[src/esx_exec_consts.vh]
// Constants for the extended stack instruction executor
`ifndef ESX_EXEC_CONSTS_VH
`define ESX_EXEC_CONSTS_VH

// ----------------------------------------
// Opcode prefixes
// ----------------------------------------
`define ESX_OP_MOVE_W1 9'h1D7
`define ESX_OP_MOVE_W2 4'hF
`define ESX_OP_PUSH_LIT 8'hFA
`define ESX_OP_SUB_PTR 8'hE9
`define ESX_SEL_FRAME_RET 2'h3

// ----------------------------------------
// Field positions
// ----------------------------------------
`define ESX_DEST_BIT 9
`define ESX_ACCESS_BIT 8
`define ESX_SEL_HI 7
`define ESX_SEL_LO 6

// ----------------------------------------
// Address constants and reset values
// ----------------------------------------
`define ESX_OFFSET_MAX 8'h5F
`define ESX_ACCESS_SPLIT 8'h80
`define ESX_ACCESS_LOW_BANK 4'h0
`define ESX_ACCESS_HIGH_BANK 4'hF
`define ESX_IND0_BASE 12'hFEB
`define ESX_IND1_BASE 12'hFE3
`define ESX_IND2_BASE 12'hFDB
`define ESX_IND_SPAN 12'h005
`define ESX_PTR_RST 12'h000
`define ESX_ZERO_DATA 8'h00

`endif

[src/esx_addr_resolve.v]
// Effective data address resolver for byte and bit oriented operands
`timescale 1ns/1ps
`default_nettype none
`include "esx_exec_consts.vh"

module esx_addr_resolve #(
	parameter AW = 12
) (
	input wire i_ext_en, // Extended set enabled
	input wire i_access, // Access bit of the instruction
	input wire [7:0] i_operand, // Embedded register operand
	input wire [3:0] i_bank, // Bank select register
	input wire [AW-1:0] i_frame, // Frame pointer
	output reg [AW-1:0] o_addr, // Resolved address
	output reg o_indexed // Operand used as frame offset
);

	always @* begin
		o_indexed = 1'b0;
		if (i_access) begin
			o_addr = {i_bank, i_operand};
		end else if (i_ext_en && (i_operand <= `ESX_OFFSET_MAX)) begin
			// Frame of zero lands on the plain low access locations
			o_addr = i_frame + {{(AW-8){1'b0}}, i_operand};
			o_indexed = 1'b1;
		end else if (i_operand < `ESX_ACCESS_SPLIT) begin
			o_addr = {`ESX_ACCESS_LOW_BANK, i_operand};
		end else begin
			o_addr = {`ESX_ACCESS_HIGH_BANK, i_operand};
		end
	end

endmodule // esx_addr_resolve
`default_nettype wire

[src/esx_exec.v]
// Extended stack instruction decode and execute block
// Function
// - Indexed-to-indexed move: two words, source then destination, two cycles.
// - Move addresses are frame pointer plus each 7-bit offset, anywhere.
// - Move source on an indirect register yields zero.
// - Move destination on an indirect register suppresses the write.
// - Push literal: one word, one cycle, literal written at frame pointer.
// - Push literal then decrements frame pointer by one.
// - Subtract 6-bit literal from selected pointer 0..2, no flags touched.
// - Select 3 subtracts from frame pointer, returns via stack top, two cycles.
// - Extended enable also switches on indexed literal offset addressing.
// - Disabled: access bit 0 means access bank, 1 means selected bank.
// - Enabled, access 0, operand up to 5Fh: address is frame plus operand.
// - Operands above 5Fh keep ordinary access bank meaning.
// - Frame pointer zero maps offsets onto original low access addresses.
// - Destination bit keeps its meaning in indexed mode.
// - Configuration enable bit defaults to 0, disabling both features.
`timescale 1ns/1ps
`default_nettype none
`include "esx_exec_consts.vh"

module esx_exec #(
	parameter AW = 12,
	parameter PCW = 21
) (
	input wire I_CLK_SYS, // System clock
	input wire I_SYS_RST, // Synchronous reset, active high
	input wire I_EXT_SET_ENABLE, // Extended set configuration bit
	input wire I_INSTR_VALID, // One fetched word this cycle
	input wire [15:0] I_INSTR, // Fetched instruction word
	input wire [3:0] I_BANK_SELECT_REG, // Bank select register
	input wire [7:0] I_MEM_RDATA, // Data memory read data, valid in the read strobe cycle
	input wire [PCW-1:0] I_RETURN_STACK_TOP, // Return stack top
	output reg [AW-1:0] O_MEM_ADDR, // Data memory address
	output reg O_MEM_RD, // Data memory read strobe
	output reg O_MEM_WR, // Data memory write strobe
	output reg [7:0] O_MEM_WDATA, // Data memory write data
	output reg [AW-1:0] O_PTR0, // Indirect pointer 0
	output reg [AW-1:0] O_PTR1, // Indirect pointer 1
	output reg [AW-1:0] O_FRAME_POINTER, // Frame pointer
	output reg O_PC_LOAD, // Program counter load pulse
	output reg [PCW-1:0] O_PC_VALUE, // Program counter load value
	output reg O_BUSY, // Second cycle of a two-cycle instruction
	output reg O_EFF_VALID, // Standard operand resolved
	output reg [AW-1:0] O_EFF_ADDR, // Resolved operand address
	output reg O_EFF_INDEXED, // Operand taken as frame offset
	output reg O_EFF_TO_REG // Result goes back to the register
);

	// ----------------------------------------
	// States
	// ----------------------------------------
	localparam [2:0] S_IDLE = 3'b001;
	localparam [2:0] S_MOVE2 = 3'b010;
	localparam [2:0] S_RET = 3'b100;

	// Indirect register window check, shared by both move ends
	function is_indirect;
		input [AW-1:0] a;
		begin
			is_indirect = ((a >= `ESX_IND0_BASE) && (a < `ESX_IND0_BASE + `ESX_IND_SPAN)) ||
				((a >= `ESX_IND1_BASE) && (a < `ESX_IND1_BASE + `ESX_IND_SPAN)) ||
				((a >= `ESX_IND2_BASE) && (a < `ESX_IND2_BASE + `ESX_IND_SPAN));
		end
	endfunction

	reg [2:0] state_ff;
	reg [2:0] nxt_state;
	reg rd_pend_ff;
	reg src_zero_ff;
	reg [7:0] src_data_ff;
	reg [AW-1:0] nxt_ptr0, nxt_ptr1, nxt_frame, nxt_addr;
	reg nxt_rd, nxt_wr, nxt_pc_load, nxt_busy;
	reg [7:0] nxt_wdata;
	reg [PCW-1:0] nxt_pc;
	reg nxt_src_zero;
	wire [AW-1:0] res_addr;
	wire res_indexed;
	wire [AW-1:0] src_addr;
	wire [AW-1:0] dst_addr;
	wire [AW-1:0] sub_lit;
	wire [7:0] move_data;

	// Only effective while enabled; disabled means plain addressing
	esx_addr_resolve #(
		.AW(AW)
	) u_resolve (
		.i_ext_en(I_EXT_SET_ENABLE),
		.i_access(I_INSTR[`ESX_ACCESS_BIT]),
		.i_operand(I_INSTR[7:0]),
		.i_bank(I_BANK_SELECT_REG),
		.i_frame(O_FRAME_POINTER),
		.o_addr(res_addr),
		.o_indexed(res_indexed)
	);

	assign src_addr = O_FRAME_POINTER + {{(AW-7){1'b0}}, I_INSTR[6:0]};
	assign dst_addr = src_addr;
	assign sub_lit = {{(AW-6){1'b0}}, I_INSTR[5:0]};
	// Read data arrives in the strobe cycle; capture it at that cycle's end
	assign move_data = src_zero_ff ? `ESX_ZERO_DATA : src_data_ff;

	// ----------------------------------------
	// Decode and execute
	// ----------------------------------------
	always @* begin
		nxt_state = state_ff;
		nxt_ptr0 = O_PTR0;
		nxt_ptr1 = O_PTR1;
		nxt_frame = O_FRAME_POINTER;
		nxt_addr = O_MEM_ADDR;
		nxt_rd = 1'b0;
		nxt_wr = 1'b0;
		nxt_wdata = O_MEM_WDATA;
		nxt_pc_load = 1'b0;
		nxt_pc = O_PC_VALUE;
		nxt_busy = 1'b0;
		nxt_src_zero = src_zero_ff;
		case (state_ff)
			S_IDLE: begin
				if (I_INSTR_VALID && I_EXT_SET_ENABLE) begin
					if (I_INSTR[15:7] == `ESX_OP_MOVE_W1) begin
						nxt_state = S_MOVE2;
						nxt_addr = src_addr;
						nxt_src_zero = is_indirect(src_addr);
						nxt_rd = ~is_indirect(src_addr);
						nxt_busy = 1'b1;
					end else if (I_INSTR[15:8] == `ESX_OP_PUSH_LIT) begin
						nxt_addr = O_FRAME_POINTER;
						nxt_wdata = I_INSTR[7:0];
						nxt_wr = 1'b1;
						nxt_frame = O_FRAME_POINTER - {{(AW-1){1'b0}}, 1'b1};
					end else if (I_INSTR[15:8] == `ESX_OP_SUB_PTR) begin
						case (I_INSTR[`ESX_SEL_HI:`ESX_SEL_LO])
							2'h0: nxt_ptr0 = O_PTR0 - sub_lit;
							2'h1: nxt_ptr1 = O_PTR1 - sub_lit;
							2'h2: nxt_frame = O_FRAME_POINTER - sub_lit;
							default: begin
								nxt_frame = O_FRAME_POINTER - sub_lit;
								nxt_pc = I_RETURN_STACK_TOP;
								nxt_pc_load = 1'b1;
								nxt_busy = 1'b1;
								nxt_state = S_RET;
							end
						endcase
					end
				end
			end
			S_MOVE2: begin
				nxt_busy = 1'b1;
				if (I_INSTR_VALID) begin
					nxt_busy = 1'b0;
					nxt_state = S_IDLE;
					if (I_INSTR[15:12] == `ESX_OP_MOVE_W2) begin
						nxt_addr = dst_addr;
						nxt_wdata = move_data;
						nxt_wr = ~is_indirect(dst_addr);
					end
				end
			end
			S_RET: begin
				// Second cycle is a no-operation
				nxt_state = S_IDLE;
			end
			default: begin
				nxt_state = S_IDLE;
			end
		endcase
	end

	// ----------------------------------------
	// Registers
	// ----------------------------------------
	always @(posedge I_CLK_SYS) begin
		if (I_SYS_RST) begin
			state_ff <= S_IDLE;
			rd_pend_ff <= 1'b0;
			src_zero_ff <= 1'b0;
			src_data_ff <= `ESX_ZERO_DATA;
			O_MEM_ADDR <= `ESX_PTR_RST;
			O_MEM_RD <= 1'b0;
			O_MEM_WR <= 1'b0;
			O_MEM_WDATA <= `ESX_ZERO_DATA;
			O_PTR0 <= `ESX_PTR_RST;
			O_PTR1 <= `ESX_PTR_RST;
			O_FRAME_POINTER <= `ESX_PTR_RST;
			O_PC_LOAD <= 1'b0;
			O_PC_VALUE <= {PCW{1'b0}};
			O_BUSY <= 1'b0;
			O_EFF_VALID <= 1'b0;
			O_EFF_ADDR <= `ESX_PTR_RST;
			O_EFF_INDEXED <= 1'b0;
			O_EFF_TO_REG <= 1'b0;
		end else begin
			state_ff <= nxt_state;
			rd_pend_ff <= nxt_rd;
			src_zero_ff <= nxt_src_zero;
			if (rd_pend_ff) begin
				src_data_ff <= I_MEM_RDATA;
			end
			O_MEM_ADDR <= nxt_addr;
			O_MEM_RD <= nxt_rd;
			O_MEM_WR <= nxt_wr;
			O_MEM_WDATA <= nxt_wdata;
			O_PTR0 <= nxt_ptr0;
			O_PTR1 <= nxt_ptr1;
			O_FRAME_POINTER <= nxt_frame;
			O_PC_LOAD <= nxt_pc_load;
			O_PC_VALUE <= nxt_pc;
			O_BUSY <= nxt_busy;
			// Standard words only; extended words decoded while enabled are masked out
			O_EFF_VALID <= I_INSTR_VALID && (state_ff == S_IDLE) && !(I_EXT_SET_ENABLE &&
				((I_INSTR[15:7] == `ESX_OP_MOVE_W1) || (I_INSTR[15:8] == `ESX_OP_PUSH_LIT) ||
				(I_INSTR[15:8] == `ESX_OP_SUB_PTR)));
			if (I_INSTR_VALID) begin
				O_EFF_ADDR <= res_addr;
				O_EFF_INDEXED <= res_indexed;
				O_EFF_TO_REG <= I_INSTR[`ESX_DEST_BIT];
			end
		end
	end

endmodule // esx_exec
`default_nettype wire

[config.mk]
export PLATFORM = sky130hd
export DESIGN_NAME = esx_exec
export DESIGN_NICKNAME = d
export VERILOG_FILES = /design/src/esx_addr_resolve.v /design/src/esx_exec.v
export VERILOG_INCLUDE_DIRS = /design/src /design/src/src
export SDC_FILE = /design/constraint.sdc
export NUM_CORES = 1
export LEC_CHECK = 0
export ABC_AREA = 1
export CAP_MARGIN = 20
export CELL_PAD_IN_SITES_DETAIL_PLACEMENT = 1
export CELL_PAD_IN_SITES_GLOBAL_PLACEMENT = 1
export CORE_MARGIN = 3
export CORE_UTILIZATION = 45
export CTS_CLUSTER_DIAMETER = 40
export DETAILED_ROUTE_END_ITERATION = 8
export DONT_BUFFER_PORTS = 1
export PLACE_DENSITY_LB_ADDON = 0.1
export SYNTH_ARGS = -nofsm -noshare
export SYNTH_HDL_FRONTEND = slang
export SYNTH_SLANG_ARGS = --single-unit
[constraint.sdc]
create_clock -name I_CLK_SYS -period 2.9 [get_ports I_CLK_SYS]
set_input_delay 0 -clock I_CLK_SYS [delete_from_list [all_inputs] [get_ports I_CLK_SYS]]
set_output_delay 0 -clock I_CLK_SYS [all_outputs]
set_load 0.02 [all_outputs]
==> run_results.csv <==
group,metric,value,unit
outcome,status,"complete, no violations",
timing,worstMarginPinSlew,0.658,ns
cells_and_area,num_antenna_cells,0,
synthesis,synth_edf_count,0,
synthesis,ys_async_sr_fraction,0,
synthesis,yosysTopAreaCellShare,0.350,
pwr,p_seq_frac,0.493,
setup_path,crit_chain,"ha_1, fa_1, nand2_1, nor2_1, nand2_1, nand3_1, nand2_1, nand3_1, nor2_1, nand4_1, nand2_1, nor2_1",
routing,wl_per_cell,21.2,um
routing,first_pass_iters,4,
setup_path,crit_path_end_kind,"flop",
cts,cts-root-buf,"clkbuf_16",
floorplan,ioPinCount,149,
global_routing,grt_usage,0.307,
floorplan,rows,42,
setup_path,r2r_end,"rd_pend_ff",
synthesis,avgSynthCellArea,7.15,sq um
placed_design,place_congestion,0.951,
worst_hold_path,hold_start,"I_INSTR[6]",
placed_design,dp_worst_setup_slack,0.462,ns
cts,cts_setup_buffers,0,
cts,clockBufferDepth,2,
setup_path,crit_path_start_kind,"flop",
synthesis,synth_cell_types,50,
synthesis,yosysSeqAreaShare,0.350,
synthesis,synth_nets,947,
cells_and_area,drive_above_1_share,0.0890,
flow_run,maxCapViolCount,0,
pwr,peakVddDrop,229,uV
placed_design,hpwl,16.3,mm
setup_path,crit_fanout,5,
timing,setup_viol,0,
cells_and_area,nets,988,
setup_path,r2r_cells,12,
timing,finClkSkew,0.0103,ns
cts,cts.sinks,108,
cts,cts-htree-levels,3,
setup_path,cpPeakStageDelay,0.46,ns
synthesis,ys.flop_type,"dfxtp_1",
pwr,p_clk_frac,0.417,
cts,numCtsBuffers,9,
routing,drt_wl_total,23.0,mm
pwr,p_int,2240,uW
timing,slew_viol_final,0,
cells_and_area,syn_to_final_growth,14.7,%
routing,vias_per_cell,5.67,
floorplan,die_y,123,um
routing,drc_errors,0,
synthesis,synthTopCellsByCount,"164 x nand2_1, 108 x dfxtp_1, 95 x inv_1",
setup_path,crit_end,"rd_pend_ff",
pwr,combPwrFrac,0.090,
setup_path,worstPathRequired,3.16,ns
timing,setup_ws,0.399,ns
timing,slew-limit-headroom,0.558,
routing,dr.first_iter.drc_count,339,
placed_design,port_buffers,0,
synthesis,yosysMostFrequentCell,"nand2_1",
timing,fmax,400,MHz
timing,min_period,2.50,ns
synthesis,ys_top_cells_by_area,"dfxtp_1 35%, nand2_1 10%, a21oi_1 7.5%, o21ai_0 6.6%, inv_1 5.8%",
pwr,power_density,437,nW/um^2
synthesis,syn_inst,864,
timing,finalCritPeriodShare,0.862,
cts,cts_tree,"built",
timing,setup_tns,0,ns
cts,cts_hold_buf,49,
global_routing,grt_max_degree,36,
setup_path,worstReg2RegStart,"O_FRAME_POINTER[0]",
setup_path,crit_top_cell,"nand2_1",
pwr,p_switching,855,uW
cts,clk_pin_slew,0.08,ns
timing,whs,0.00775,ns
global_routing,grt_overflow,0,
setup_path,cpMaxStageDelayCell,"fa_1",
cts,clkLatencyLatePin,0.37,ns
pwr,swShare,0.276,
cts,cts.repair.resized,0,
global_routing,grt_pass1_vias,6455,
synthesis,synth_warnings,0,
synthesis,ys_ff_latch,108,
routing,vias,6156,
worst_hold_path,hp-class,"in2reg",
synthesis,yosysTopAreaCell,"dfxtp_1",
floorplan,core,13300,sq um
setup_path,crit_start,"O_FRAME_POINTER[0]",
timing,hold_violations,0,
synthesis,synth.cell_area,6180,sq um
setup_path,cp_data_arrival_time,2.77,ns
setup_path,r2r_slack,0.40,ns
global_routing,grt_pass1_wl,35.8,mm
floorplan,dieArea,15200,sq um
timing,rsz0062_at_grt,"no",
floorplan,start_util,0.463,
floorplan,die_x,123,um
pwr,power_leakage,0.00310,uW
routing,drtAntennaViolNets,0,
global_routing,antenna_found_initial,0,
setup_path,path_class,"reg2reg",
[final cells by class]
class / count / area (sq um)
Inverter: 104 / 395
Multi-Input combinational cell: 623 / 3430
Clock inverter: 6 / 62.6
Timing Repair Buffer: 59 / 576
Tap cell: 176 / 220
Clock buffer: 10 / 239
Sequential cell: 108 / 2160
Fill cell: 1753 / 6260
[cells in the final DEF (no fill, tap or decap), types with 8 or more instances in the layout]
| cell type | count |
|---|---|
| o21ai_0 | 82 |
| nand3_1 | 41 |
| ha_1 | 26 |
| nor2_2 | 21 |
| nand2_1 | 164 |
| buf_4 | 10 |
| dlygate4sd3_1 | 48 |
| clkbuf_16 | 9 |
| a21oi_1 | 92 |
| xor2_1 | 13 |
| nor2_1 | 76 |
| a31oi_1 | 8 |
| inv_1 | 94 |
| nor3_1 | 8 |
| o21ai_1 | 20 |
| dfxtp_1 | 108 |
| nand4_1 | 14 |
[power groups by stage]
| stage | Combinational, uW | Sequential, uW | Clock (uW) |
|---|---|---|---|
| global route | 304 | 1530 | 1360 |
| finish | 278 | 1530 | 1290 |
| floorplan | 155 | 1560 | 0 |
| detailed placement | 192 | 1560 | 0 |
| global placement | 186 | 1560 | 0 |
| CTS | 274 | 1530 | 1310 |
[how the worst min path moves through the flow]
stage	end	slack [ns]	depth (start not counted)
2_1_floorplan	O_EFF_VALID	0.12	1
3_3_place_gp	O_PTR1[11]	0.08	1
3_5_place_dp	O_EFF_ADDR[6]	0.07	1
4_1_cts	O_EFF_ADDR[3]	0.001	4
5_1_grt	O_EFF_ADDR[7]	0.02	2
6_report	O_PTR1[7]	0.008	4
[critical path: cells and delay by family, from the launching register on]
kind / cells / cell delay [ns]
AND/OR/NAND/NOR: 10 / 1.17
adder cells (fa/ha/maj): 2 / 0.77
flip-flops: 1 / 0.45
[per-layer routing]
layer  track usage  wire length, um
met2         0.543            11600
met4         0.123              624
met5             0                0
met1         0.358             9300
met3        0.0672             1480
[registers in the layout, summed over array words and instances, names as in the netlist]
name / cells
src_zero_ff: 1
O_MEM_WR: 1
O_PC_LOAD: 1
src_data_ff: 8
O_MEM_WDATA: 8
O_MEM_ADDR: 12
O_EFF_TO_REG: 1
O_FRAME_POINTER: 12
state_ff: 3
O_EFF_ADDR: 12
O_PTR1: 12
O_EFF_VALID: 1
O_BUSY: 1
O_PTR0: 12
O_EFF_INDEXED: 1
O_PC_VALUE: 21
rd_pend_ff: 1
[logic make-up after synthesis]
kind of cell               synth area share
and+or+nand+nor                       0.258
AOI/OAI and AO/OA                     0.204
buffers and inverters                0.0942
DFF                                   0.350
adders and majority gates            0.0656
xor gates and xnor gates             0.0284
[through the flow]
| step | power, uW | cell area [sq um] | utilization | cells |
|---|---|---|---|---|
| floorplan | 1710 | 6180 | - | 864 |
| global placement | 1750 | 6290 | 0.471 | 1021 |
| finish | 3100 | 7090 | 0.531 | 1086 |
| global route | 3200 | 7090 | 0.531 | 1086 |
| CTS | 3110 | 7090 | 0.531 | 1086 |
| detailed placement | 1750 | 6290 | 0.471 | 1021 |
Note: power is estimated with default switching activity, not from simulation.
